==> config.mk <==
export PLATFORM = sky130hd
export DESIGN_NAME = echo_canceler_cfg_regs
export DESIGN_NICKNAME = d
export VERILOG_FILES = /design/src/rtl/echo_cfg_pkg.sv /design/src/rtl/echo_canceler_cfg_regs.sv
export VERILOG_INCLUDE_DIRS = /design/src /design/src/rtl
export SDC_FILE = /design/constraint.sdc
export NUM_CORES = 1
export LEC_CHECK = 0
export BUFFER_PORTS_ARGS = -buffer_cell sky130_fd_sc_hd__buf_2
export CORE_UTILIZATION = 50
export CTS_BUF_LIST = sky130_fd_sc_hd__clkbuf_8 sky130_fd_sc_hd__clkbuf_16
export CTS_CLUSTER_DIAMETER = 120
export CTS_CLUSTER_SIZE = 28
export DETAILED_ROUTE_END_ITERATION = 7
export GPL_TIMING_DRIVEN = 0
export PLACE_DENSITY = 0.72
export RECOVER_POWER = 100
export SLEW_MARGIN = 15
export SYNTH_ARGS = -nofsm -noshare
export SYNTH_HDL_FRONTEND = slang
export SYNTH_SLANG_ARGS = --single-unit
==> constraint.sdc <==
create_clock -name i_clk -period 4.4 [get_ports i_clk]
set_input_delay 0.44 -clock i_clk [delete_from_list [all_inputs] [get_ports i_clk]]
set_output_delay 0.44 -clock i_clk [all_outputs]
set_load 0.01 [all_outputs]
==> src/rtl/echo_cfg_params.svh <==
// Offsets, field positions, reset values and timing of the canceler config
// Behaviour
// - Address byte register holds memory write address bits 15 to 8.
// - Address byte register holds memory write address bits 7 to 0.
// - Data byte register holds memory write word bits 15 to 8.
// - Data byte register holds memory write word bits 7 to 0.
// - Bits 7:6 set acoustic send output gain: 01,00,11,10 = 18,12,6,0 dB.
// - Bits 5:4 set acoustic send input loss, same code order.
// - Bits 3:2 set line send output gain, same code order.
// - Bits 1:0 set line send input loss, same code order.
// - Pad-bypass pin or control bit bypasses all four level pads.
// - Level fields sampled on frame sync rise; host holds them 250 us.
// - Status bit 7 reads 1 only in initial mode after reset release.
// - Bit 1 picks mu-law or 16-bit linear, ORed with the coding pin.
// - Stall power-down works only with external clock selected.
// - Sync constant for a whole 8 kHz frame counts as stalled.
// - Kind 1: stall sets power-down reset bit; pin or bit releases it.
// - Kind 0: stall mutes; sync rise resets canceler, settles 200 ms.
// - Host loads address and data then sets command; device clears it.
`ifndef ECHO_CFG_PARAMS_SVH
`define ECHO_CFG_PARAMS_SVH

`define ECR_ADDR_HI 4'h0
`define ECR_ADDR_LO 4'h1
`define ECR_DATA_HI 4'h2
`define ECR_DATA_LO 4'h3
`define ECR_LEVELS 4'h4
`define ECR_STATUS 4'h5
`define ECR_MODE 4'h6
`define ECR_MISC 4'h7

`define ECR_RST_BYTE 8'h00
`define ECR_READY_BIT 7
`define ECR_CODING_BIT 1
`define ECR_KIND_BIT 0
`define ECR_PDN_BIT 7
`define ECR_COEF_BIT 6
`define ECR_WCMD_BIT 7
`define ECR_BYP_BIT 2
`define ECR_STATUS_RW 8'h03
`define ECR_MODE_RW 8'h03

`define ECR_CLK_NS 40
`define ECR_CLK_KHZ 25000
`define ECR_FRAME_NS 125000
`define ECR_FRAME_CYC ((`ECR_FRAME_NS + `ECR_CLK_NS - 1) / `ECR_CLK_NS)
`define ECR_SETTLE_MS 200
`define ECR_SETTLE_CYC (`ECR_SETTLE_MS * `ECR_CLK_KHZ)

`endif

==> src/rtl/echo_cfg_pkg.sv <==
// Types shared by the canceler configuration registers
package echo_cfg_pkg;

	typedef enum logic [1:0] {
		PD_RUN = 2'b00,
		PD_MUTE = 2'b01,
		PD_SETTLE = 2'b10,
		PD_RESET = 2'b11
	} pd_state_t;

	// Pad step in units of 6 dB
	typedef logic [1:0] pad_step_t;

endpackage : echo_cfg_pkg

==> src/rtl/echo_canceler_cfg_regs.sv <==
// Configuration registers, pad levels and sync stall power-down control
//
// Chosen here: the register addresses and the plain strobed port.
`timescale 1ns/100ps
`default_nettype none
`include "echo_cfg_params.svh"

module echo_canceler_cfg_regs #(
	parameter int SETTLE_CYC = `ECR_SETTLE_CYC
) (
	input wire logic i_clk,
	input wire logic i_sys_rst,
	input wire logic [3:0] i_addr,
	input wire logic [7:0] i_wdata,
	input wire logic i_wr,
	input wire logic i_rd,
	output logic [7:0] o_rdata,
	input wire logic i_sync,
	input wire logic i_pad_bypass,
	input wire logic i_coding_format_sel,
	input wire logic i_clock_source_sel,
	input wire logic i_powerdown_reset_n,
	input wire logic i_mem_done,
	output logic o_mem_we,
	output logic [15:0] o_mem_addr,
	output logic [15:0] o_mem_data,
	output echo_cfg_pkg::pad_step_t o_acoustic_send_out_step,
	output echo_cfg_pkg::pad_step_t o_acoustic_send_in_step,
	output echo_cfg_pkg::pad_step_t o_line_send_out_step,
	output echo_cfg_pkg::pad_step_t o_line_send_in_step,
	output logic o_mu_law,
	output logic o_mute_powerdown,
	output logic o_powerdown_reset,
	output logic o_settling,
	output logic o_coef_reset
);

	localparam logic [11:0] FRAME_CYC = 12'(`ECR_FRAME_CYC);
	localparam logic [22:0] SETTLE_N = 23'(SETTLE_CYC);

	// Code 01 is the largest pad, 10 the smallest
	function automatic echo_cfg_pkg::pad_step_t pad_step(
		input logic [1:0] code, input logic bypass);
		echo_cfg_pkg::pad_step_t s;
		unique case (code)
			2'b01: s = 2'h3;
			2'b00: s = 2'h2;
			2'b11: s = 2'h1;
			2'b10: s = 2'h0;
		endcase
		return bypass ? 2'h0 : s;
	endfunction : pad_step

	////////////////////////////////////////////////////////////////////////
	// Pin synchronisers and sync edge

	logic [4:0] pin_s1_q, pin_s1_d;
	logic [4:0] pin_s2_q, pin_s2_d;
	logic sync_prev_q, sync_prev_d;
	logic pdn_pin_prev_q, pdn_pin_prev_d;
	logic sync_edge, sync_rise;
	logic byp_pin, coding_pin, ext_clock, pdn_pin_low, pdn_pin_rel;

	always_comb begin
		pin_s1_d = {i_powerdown_reset_n, i_clock_source_sel,
			i_coding_format_sel, i_pad_bypass, i_sync};
		pin_s2_d = pin_s1_q;
		sync_prev_d = pin_s2_q[0];
		pdn_pin_prev_d = pdn_pin_low;
	end

	always_ff @(posedge i_clk) begin
		if (i_sys_rst) begin
			pin_s1_q <= 5'h10;
			pin_s2_q <= 5'h10;
			sync_prev_q <= 1'b0;
			pdn_pin_prev_q <= 1'b0;
		end else begin
			pin_s1_q <= pin_s1_d;
			pin_s2_q <= pin_s2_d;
			sync_prev_q <= sync_prev_d;
			pdn_pin_prev_q <= pdn_pin_prev_d;
		end
	end

	assign sync_edge = pin_s2_q[0] ^ sync_prev_q;
	assign sync_rise = pin_s2_q[0] & ~sync_prev_q;
	assign byp_pin = pin_s2_q[1];
	assign coding_pin = pin_s2_q[2];
	assign ext_clock = pin_s2_q[3];
	assign pdn_pin_low = ~pin_s2_q[4];
	assign pdn_pin_rel = pdn_pin_prev_q & ~pdn_pin_low;

	////////////////////////////////////////////////////////////////////////
	// Register file

	logic [7:0] addr_hi_q, addr_hi_d, addr_lo_q, addr_lo_d;
	logic [7:0] data_hi_q, data_hi_d, data_lo_q, data_lo_d;
	logic [7:0] levels_q, levels_d, status_q, status_d;
	logic [1:0] mode_q, mode_d;
	logic wcmd_q, wcmd_d, byp_bit_q, byp_bit_d;
	logic wr_mode, wr_misc, cfg_clear;
	echo_cfg_pkg::pd_state_t state_q, state_d;

	assign wr_mode = i_wr && i_addr == `ECR_MODE;
	assign wr_misc = i_wr && i_addr == `ECR_MISC;
	// Power-down reset returns every host register to its power-on value
	assign cfg_clear = state_q == echo_cfg_pkg::PD_RESET;

	always_comb begin
		addr_hi_d = addr_hi_q;
		addr_lo_d = addr_lo_q;
		data_hi_d = data_hi_q;
		data_lo_d = data_lo_q;
		levels_d = levels_q;
		status_d = status_q;
		mode_d = mode_q;
		byp_bit_d = byp_bit_q;
		wcmd_d = wcmd_q;
		if (i_wr) begin
			unique case (i_addr)
				`ECR_ADDR_HI: addr_hi_d = i_wdata;
				`ECR_ADDR_LO: addr_lo_d = i_wdata;
				`ECR_DATA_HI: data_hi_d = i_wdata;
				`ECR_DATA_LO: data_lo_d = i_wdata;
				`ECR_LEVELS: levels_d = i_wdata;
				// Reserved bits stay zero whatever is written
				`ECR_STATUS: status_d = i_wdata & `ECR_STATUS_RW;
				`ECR_MODE: mode_d = i_wdata[1:0];
				`ECR_MISC: byp_bit_d = i_wdata[`ECR_BYP_BIT];
				default: ;
			endcase
		end
		// A new command written in the completing cycle survives
		if (i_mem_done)
			wcmd_d = 1'b0;
		if (wr_misc && i_wdata[`ECR_WCMD_BIT])
			wcmd_d = 1'b1;
		if (cfg_clear) begin
			addr_hi_d = `ECR_RST_BYTE;
			addr_lo_d = `ECR_RST_BYTE;
			data_hi_d = `ECR_RST_BYTE;
			data_lo_d = `ECR_RST_BYTE;
			levels_d = `ECR_RST_BYTE;
			status_d = `ECR_RST_BYTE;
			mode_d = 2'h0;
			byp_bit_d = 1'b0;
			wcmd_d = 1'b0;
		end
	end

	always_ff @(posedge i_clk) begin
		if (i_sys_rst) begin
			addr_hi_q <= `ECR_RST_BYTE;
			addr_lo_q <= `ECR_RST_BYTE;
			data_hi_q <= `ECR_RST_BYTE;
			data_lo_q <= `ECR_RST_BYTE;
			levels_q <= `ECR_RST_BYTE;
			status_q <= `ECR_RST_BYTE;
			mode_q <= 2'h0;
			byp_bit_q <= 1'b0;
			wcmd_q <= 1'b0;
		end else begin
			addr_hi_q <= addr_hi_d;
			addr_lo_q <= addr_lo_d;
			data_hi_q <= data_hi_d;
			data_lo_q <= data_lo_d;
			levels_q <= levels_d;
			status_q <= status_d;
			mode_q <= mode_d;
			byp_bit_q <= byp_bit_d;
			wcmd_q <= wcmd_d;
		end
	end

	assign o_mem_we = wcmd_q;
	assign o_mem_addr = {addr_hi_q, addr_lo_q};
	assign o_mem_data = {data_hi_q, data_lo_q};

	logic ready;
	assign ready = mode_q == 2'h0 && state_q == echo_cfg_pkg::PD_RUN;

	////////////////////////////////////////////////////////////////////////
	// Read port, data one cycle after the strobe

	logic [7:0] rdata_q, rdata_d;

	always_comb begin
		rdata_d = 8'h00;
		if (i_rd) begin
			unique case (i_addr)
				`ECR_ADDR_HI: rdata_d = addr_hi_q;
				`ECR_ADDR_LO: rdata_d = addr_lo_q;
				`ECR_DATA_HI: rdata_d = data_hi_q;
				`ECR_DATA_LO: rdata_d = data_lo_q;
				`ECR_LEVELS: rdata_d = levels_q;
				`ECR_STATUS: begin
					rdata_d = status_q;
					rdata_d[`ECR_READY_BIT] = ready;
				end
				`ECR_MODE: begin
					rdata_d = {6'h00, mode_q};
					rdata_d[`ECR_PDN_BIT] = cfg_clear;
				end
				`ECR_MISC: begin
					rdata_d[`ECR_WCMD_BIT] = wcmd_q;
					rdata_d[`ECR_BYP_BIT] = byp_bit_q;
				end
				default: rdata_d = 8'h00;
			endcase
		end
	end

	always_ff @(posedge i_clk) begin
		if (i_sys_rst)
			rdata_q <= 8'h00;
		else
			rdata_q <= rdata_d;
	end

	assign o_rdata = rdata_q;

	////////////////////////////////////////////////////////////////////////
	// Pad levels, taken only at a frame sync rise

	logic [7:0] lvl_q, lvl_d;
	logic byp_q, byp_d;

	always_comb begin
		lvl_d = lvl_q;
		byp_d = byp_q;
		if (sync_rise) begin
			lvl_d = levels_q;
			byp_d = byp_pin | byp_bit_q;
		end
	end

	always_ff @(posedge i_clk) begin
		if (i_sys_rst) begin
			lvl_q <= `ECR_RST_BYTE;
			byp_q <= 1'b0;
		end else begin
			lvl_q <= lvl_d;
			byp_q <= byp_d;
		end
	end

	assign o_acoustic_send_out_step = pad_step(lvl_q[7:6], byp_q);
	assign o_acoustic_send_in_step = pad_step(lvl_q[5:4], byp_q);
	assign o_line_send_out_step = pad_step(lvl_q[3:2], byp_q);
	assign o_line_send_in_step = pad_step(lvl_q[1:0], byp_q);
	assign o_mu_law = status_q[`ECR_CODING_BIT] | coding_pin;

	////////////////////////////////////////////////////////////////////////
	// Sync stall detection and power-down

	logic [11:0] stall_cnt_q, stall_cnt_d;
	logic [22:0] settle_cnt_q, settle_cnt_d;
	logic coef_q, coef_d, stall_hit, sw_pdn_set, sw_pdn_clr;

	// A frame without any sync transition is a stall
	assign stall_hit = stall_cnt_q >= FRAME_CYC - 12'h1 && !sync_edge
		&& ext_clock;
	assign sw_pdn_set = wr_mode && i_wdata[`ECR_PDN_BIT];
	assign sw_pdn_clr = wr_mode && !i_wdata[`ECR_PDN_BIT];

	always_comb begin
		state_d = state_q;
		settle_cnt_d = settle_cnt_q;
		coef_d = wr_mode && i_wdata[`ECR_COEF_BIT];
		stall_cnt_d = stall_cnt_q;
		// Release must not see a stall left over from before the reset
		if (sync_edge || cfg_clear)
			stall_cnt_d = 12'h000;
		else if (stall_cnt_q < FRAME_CYC)
			stall_cnt_d = stall_cnt_q + 12'h001;
		unique case (state_q)
			echo_cfg_pkg::PD_RUN: begin
				if (stall_hit && status_q[`ECR_KIND_BIT])
					state_d = echo_cfg_pkg::PD_RESET;
				else if (stall_hit)
					state_d = echo_cfg_pkg::PD_MUTE;
			end
			echo_cfg_pkg::PD_MUTE: begin
				if (sync_rise) begin
					state_d = echo_cfg_pkg::PD_SETTLE;
					settle_cnt_d = 23'h000000;
					coef_d = 1'b1;
				end
			end
			echo_cfg_pkg::PD_SETTLE: begin
				settle_cnt_d = settle_cnt_q + 23'h000001;
				if (settle_cnt_q >= SETTLE_N - 23'h000001)
					state_d = echo_cfg_pkg::PD_RUN;
			end
			echo_cfg_pkg::PD_RESET: begin
				// Pin low holds reset; its release or a bit clear frees it
				if (!pdn_pin_low && (pdn_pin_rel || sw_pdn_clr))
					state_d = echo_cfg_pkg::PD_RUN;
			end
		endcase
		if (pdn_pin_low || sw_pdn_set)
			state_d = echo_cfg_pkg::PD_RESET;
	end

	always_ff @(posedge i_clk) begin
		if (i_sys_rst) begin
			state_q <= echo_cfg_pkg::PD_RUN;
			stall_cnt_q <= 12'h000;
			settle_cnt_q <= 23'h000000;
			coef_q <= 1'b0;
		end else begin
			state_q <= state_d;
			stall_cnt_q <= stall_cnt_d;
			settle_cnt_q <= settle_cnt_d;
			coef_q <= coef_d;
		end
	end

	assign o_mute_powerdown = state_q == echo_cfg_pkg::PD_MUTE;
	assign o_settling = state_q == echo_cfg_pkg::PD_SETTLE;
	assign o_powerdown_reset = cfg_clear;
	assign o_coef_reset = coef_q;
endmodule : echo_canceler_cfg_regs
`default_nettype wire

After elaboration in Yosys (flattened, before gate mapping)
Index checks and enable logic that the tools add are counted.

word-level totals
  output and inout port bits = 54
  bits in registers = 113

cells by class
  bitwise logic cells = 8
  reductions and logical operators = 38
  multiplexer cells = 25
  equality and inequality tests = 27
  add/subtract/negate cells = 2
  order comparisons = 3

operators with widths
  cell                                                        count
  case mux 23 bit (2 select lines)                            1
  case mux 2 bit (4 select lines)                             5
  adder 23 x 1 -> 23 bit (second input constant)              1
  greater-or-equal comparator 23 bit (second input constant)  1
  two-way mux 23 bit                                          1
  equality test 2 bit (second input constant)                 10
  two-way mux 2 bit                                           10
  case mux 4 bit (5 select lines)                             1
  AND reduction 2 bit                                         9
  equality test 4 x 3 -> 1 bit (second input constant)        4
  case mux 2 bit (7 select lines)                             1
  adder 12 x 1 -> 12 bit (second input constant)              1
  greater-or-equal comparator 12 bit (second input constant)  1
  logical NOT 2 bit                                           6
  < comparator 12 bit (second input constant)                 1
  logical AND 1 bit                                           11
  equality test 2 x 1 -> 1 bit (second input constant)        5
  != test 3 x 1 -> 1 bit (second input constant)              3
  equality test 4 x 2 -> 1 bit (second input constant)        2
  case mux 1 bit (8 select lines)                             1
  case mux 1 bit (6 select lines)                             1
  OR reduction 2 bit                                          3
  equality test 4 x 1 -> 1 bit (second input constant)        1
  logical NOT 4 bit                                           1
  11 further kinds                                            22

Longest topological paths before layout
  depth in word-level cells = 8
  gate-level depth with buffers = 7
  depth with buffers taken out = 7

Worst setup path before layout
OpenSTA, ideal clock, no wires.

  kind = flip-flop to flip-flop
  start = reg settle_cnt_q[0]
  end = reg settle_cnt_q[16]
  path slack = 2.797 ns
  cell stages (with the launch flop) = 7
  data required time = 4.329 ns
  path buffers = 0
  arrival time = 1.533 ns
  clock period less this slack = 1.603 ns
  setup time = 0.071 ns
  cell sequence = dfxtp_1 ha_1 inv_1 nor4_4 nand2_2 or3_1 a21oi_1

between the ends
  cells in the longest elaborated chain, start to end = 2

ends and longest elaborated chain
  what                              line                           source
  start: declaration                echo_canceler_cfg_regs.sv:258  logic [22:0] settle_cnt_q, settle_cnt_d;
  start signal: assignment          echo_canceler_cfg_regs.sv:315  settle_cnt_q <= settle_cnt_d;
  adder 23 x 1 -> 23 bit            echo_canceler_cfg_regs.sv:292  settle_cnt_d = settle_cnt_q + 23'h000001;
  case mux 23 bit (2 select lines)  echo_canceler_cfg_regs.sv:277  unique case (state_q)

No other way between the ends.
A chain may end at the register's enable or synchronous reset.

Final worst setup path
  start = reg settle_cnt_q[2]
  end = reg settle_cnt_q[17]

Same word-level chain as after synthesis.

==> results_tabular.tex <==
\begin{tabular}{lr}
\hline
Metric & Value \\
\hline
\multicolumn{2}{l}{\textbf{Place}} \\
\quad Worst slack, placed & 2.33 ns \\
\quad Port-buffer cells & 71 \\
\quad Final HPWL from detailed placement & 9.87 mm \\
\quad Routability-driven placement congestion ratio & 0.921 \\
\multicolumn{2}{l}{\textbf{Power}} \\
\quad Static leakage & 2.03 nW \\
\quad IR Drop Worst-Case VDD & 426 uV \\
\quad Overall power after layout & 2.61 mW \\
\quad Power per unit of standard cell area & 437 nW/um\^{}2 \\
\multicolumn{2}{l}{\textbf{Run}} \\
\quad Maxcap violations & 0 \\
\multicolumn{2}{l}{\textbf{Synth}} \\
\quad Top cells by area, synth & dfxtp\_1 45\%, a21oi\_1 6.4\%, nand2\_1 5.9\%, nand3\_1 5.3\%, nor2\_1 4.8\% \\
\quad Part of the Yosys area used for sequential elements & 0.453 \\
\quad Post-Syn Area per Cell & 8.37 sq um \\
\quad Fraction of the mapped netlist area in adder cells & 0.0125 \\
\quad Total number of yosys warnings & 0 \\
\quad Gate Count Post-Synth & 596 \\
\quad Most frequent cell after synthesis & dfxtp\_1 \\
\quad Ys flop type & dfxtp\_1 \\
\quad Share of synthesized area spent on multiplexers & 0.0354 \\
\quad Number of enable-type register cells in the synthesized netlist & 0 \\
\quad Cell Area, Synth & 4990 sq um \\
\quad Basic-gate share of the synthesized area counting and, or, nand and nor cells & 0.278 \\
\quad Unique cell type count in the Yosys netlist & 54 \\
\quad Combinational family with the most area after synthesis & simple AND/OR/NAND/NOR gates \\
\quad Async set or reset register ratio after synthesis & 0 \\
\quad Compound-Gate Fraction of Synth Area & 0.154 \\
\quad Parity-gate share of the synthesized area counting xor and xnor cells & 0.0298 \\
\quad Number of synthesized register bits & 113 \\
\quad Library cell occupying the most area in the post-synthesis netlist & dfxtp\_1 \\
\quad Leading post-synthesis cells by instance count & 113 x dfxtp\_1, 79 x nand2\_1, 64 x a21oi\_1, 64 x nor2\_1, 53 x nand3\_1 \\
\quad Total nets after synthesis & 623 \\
\quad Area fraction of the dominant cell type after synthesis & 0.453 \\
\multicolumn{2}{l}{\textbf{Clocking}} \\
\quad Inserted Clock Buffers & 17 \\
\quad CTS tree & yes \\
\quad Cts repair resizes & 0 \\
\quad Sinks on the clock net & 113 \\
\quad Post-CTS Setup Repair Bufs & 0 \\
\quad Clock tree root driver cell & clkbuf\_8 \\
\quad CTS hold repair buffers & 0 \\
\quad Number of buffers on the longest clock path & 2 \\
\quad Clock transition at the registers of the reported paths & 0.06 ns \\
\quad Clk Latency, worst-skew pair & 0.52 ns \\
\quad CTS HTree Levels & 4 \\
\multicolumn{2}{l}{\textbf{Min path}} \\
\quad HP Class & in2reg \\
\multicolumn{2}{l}{\textbf{Timing}} \\
\quad Number of endpoints failing setup at the final stage & 0 \\
\quad Final critical delay including setup and external delays & 2.29 ns \\
\quad Final Cycle Share & 0.520 \\
\quad Hold Violations, Final & 0 \\
\quad Fin worst setup slack & 2.11 ns \\
\quad Min Hold Slack & 0.117 ns \\
\quad Final-report max-slew violation count & 0 \\
\quad Unrepaired setup endpoints after global routing & false \\
\quad Slew headroom & 0.241 \\
\quad Transition time at the pin with the least slew margin & 1.13 ns \\
\quad Worst clock skew & 0.0136 ns \\
\quad Setup Total Neg Slack & 0 ns \\
\quad F\_max & 0.437 GHz \\
\multicolumn{2}{l}{\textbf{Final layout}} \\
\quad Antenna diode count & 0 \\
\quad \# nets final & 713 \\
\quad Number of inserted filler cells in the final layout & 897 \\
\quad Share of final-layout standard cells stronger than drive strength 1 & 0.0989 \\
\quad Synthesis-to-finish area growth & 19.8\% \\
\multicolumn{2}{l}{\textbf{Outcome}} \\
\quad Outcome & complete, no violations \\
\multicolumn{2}{l}{\textbf{Worst setup path}} \\
\quad Slowest Stage Delay on Critical Path & 0.98 ns \\
\quad Data arrival, critical path & 2.67 ns \\
\quad Category of the worst setup path launch point & register \\
\quad Endpoint required time on the critical path & 4.78 ns \\
\quad Type of the worst setup path & reg2reg \\
\quad Master of the slowest instance on the critical path & nor4\_1 \\
\quad Capturing element type of the critical path & register \\
\quad Register-to-register setup slack & 2.11 ns \\
\quad Chain of cells forming the critical path & nand4\_1, nor4\_1, a41oi\_1, o21ai\_0, a21oi\_1 \\
\quad Maximum fanout count along the critical path & 7 \\
\multicolumn{2}{l}{\textbf{Global route}} \\
\quad Vias in the first global route & 4,411 \\
\quad Wire length of the first global-routing pass & 21.8 mm \\
\quad Antenna violations before repair & 0 \\
\quad Leftover overflow at the end of global routing & 0 \\
\quad Overall global routing resource usage & 0.276 \\
\quad Pin count of the biggest net entering global routing & 17 \\
\multicolumn{2}{l}{\textbf{Route}} \\
\quad 1st-iter DRT viols & 344 \\
\quad Residual DRC count & 0 \\
\quad Final antenna-violating net count & 0 \\
\quad Vias after detailed routing & 4,810 \\
\quad Avg Vias per Cell & 5.79 \\
\quad Number of detailed-route iterations in the first pass & 5 \\
\quad Routed wire length & 13.8 mm \\
\quad Routed length per instance & 16.6 um \\
\multicolumn{2}{l}{\textbf{Floorplanning}} \\
\quad FP Rows & 36 \\
\quad Die extent in y & 102 um \\
\quad Floorplan die area & 10,400 sq um \\
\quad Initial Utilization & 0.513 \\
\quad Number of I/O pins & 76 \\
\quad Core Area & 9730 sq um \\
\quad Width of the chip & 102 um \\
\hline
\end{tabular}
[metal layers]
metal | vias to the layer above | wire length, um | track usage
met5 | - | 0 | 0
met4 | 0 | 131 | 0.0989
met3 | 15 | 1150 | 0.0807
met2 | 214 | 6220 | 0.411
met1 | 2290 | 6320 | 0.382
li1 | 2291 | - | -
[through the flow]
step	util	std cells	cell area, sq um
3_5_place_dp	0.566	800	5510
2_1_floorplan	-	596	4990
5_1_grt	0.614	831	5980
3_3_place_gp	0.566	800	5510
4_1_cts	0.630	831	6130
6_report	0.614	831	5980
[cells by family (layout without fill, tap and decap cells)]
| group | count (synthesis) | in the layout |
|---|---|---|
| AO/OA/AOI/OAI | 126 | 126 |
| XOR/XNOR | 17 | 17 |
| adder cells (fa/ha/maj) | 5 | 5 |
| buffers and inverters | 44 | 146 |
| flip-flops | 113 | 113 |
| multiplexers | 17 | 17 |
| AND/OR/NAND/NOR | 274 | 274 |
[path summary, 6_finish.rpt]
| check | cells after the start | to | start |
|---|---|---|---|
| max | 5 | settle_cnt_q[17] | settle_cnt_q[2] |
| min reg2reg | 1 | pin_s2_q[4] | pin_s1_q[4] |
| max reg2reg | 5 | settle_cnt_q[17] | settle_cnt_q[2] |
| min | 2 | pin_s1_q[4] | i_powerdown_reset_n |
[critical path, delay by kind of cell (launching register included)]
| kind | cells | cell delay [ns] |
|---|---|---|
| DFF | 1 | 0.44 |
| and+or+nand+nor | 2 | 1.24 |
| AOI/OAI and AO/OA | 3 | 0.47 |
[report_power, final]
group	total (mW)	internal (mW)	leakage, nW	switching [mW]
Clock	1.42	0.955	0.302	0.467
Combinational	0.141	0.0417	0.812	0.0991
Sequential	1.05	1.04	0.914	0.0113
[final cells by class]
| type | instances | area (sq um) | share of cell area |
|---|---|---|---|
| inverters | 9 | 33.8 | 0.00565 |
| plain buffers | 35 | 140 | 0.0234 |
| flip-flops and latches | 113 | 2260 | 0.378 |
| clock buffers | 20 | 455 | 0.0762 |
| repair buffers | 71 | 287 | 0.0479 |
| multi-input cells | 439 | 2470 | 0.414 |
| well taps | 133 | 166 | 0.0278 |
| clock inverters | 11 | 160 | 0.0268 |
[cells in the final DEF, fill, tap and decap left out, types with 2 or more instances in the layout]
cell type   instances
a2111oi_0           2
a211oi_1            3
a21oi_1            65
a222oi_1            4
a22o_1              3
a22oi_1            10
a31oi_1             8
a41oi_1             3
and3_1              2
and4_1              3
buf_2              23
bufinv_16           4
clkbuf_1           82
clkbuf_16          16
clkbuf_8            4
clkinv_2            5
clkinvlp_4          2
dfxtp_1           113
ha_1                5
inv_1               8
mux2_2              5
mux2i_1            12
nand2_1            79
nand2b_1            6
nand3_1            53
nand3b_1            4
nand4_1             8
nor2_1             64
nor2b_1            17
nor3_1              7
nor4_1              7
o21ai_0            17
o21bai_1            2
or2_2               4
or3_1              11
xnor2_1             4
xor2_1             13
[registers in the layout, summed over array words and instances (netlist names)]
| signal | count |
|---|---|
| levels_q | 8 |
| status_q | 2 |
| byp_bit_q | 1 |
| addr_hi_q | 8 |
| sync_prev_q | 1 |
| settle_cnt_q | 23 |
| stall_cnt_q | 12 |
| byp_q | 1 |
| addr_lo_q | 8 |
| pin_s2_q | 5 |
| pin_s1_q | 5 |
| o_rdata | 8 |
| data_hi_q | 8 |
| o_coef_reset | 1 |
| lvl_q | 8 |
| data_lo_q | 8 |
| pdn_pin_prev_q | 1 |
| o_mem_we | 1 |
| mode_q | 2 |
| state_q | 2 |
Power figures use the tool's default switching activity.
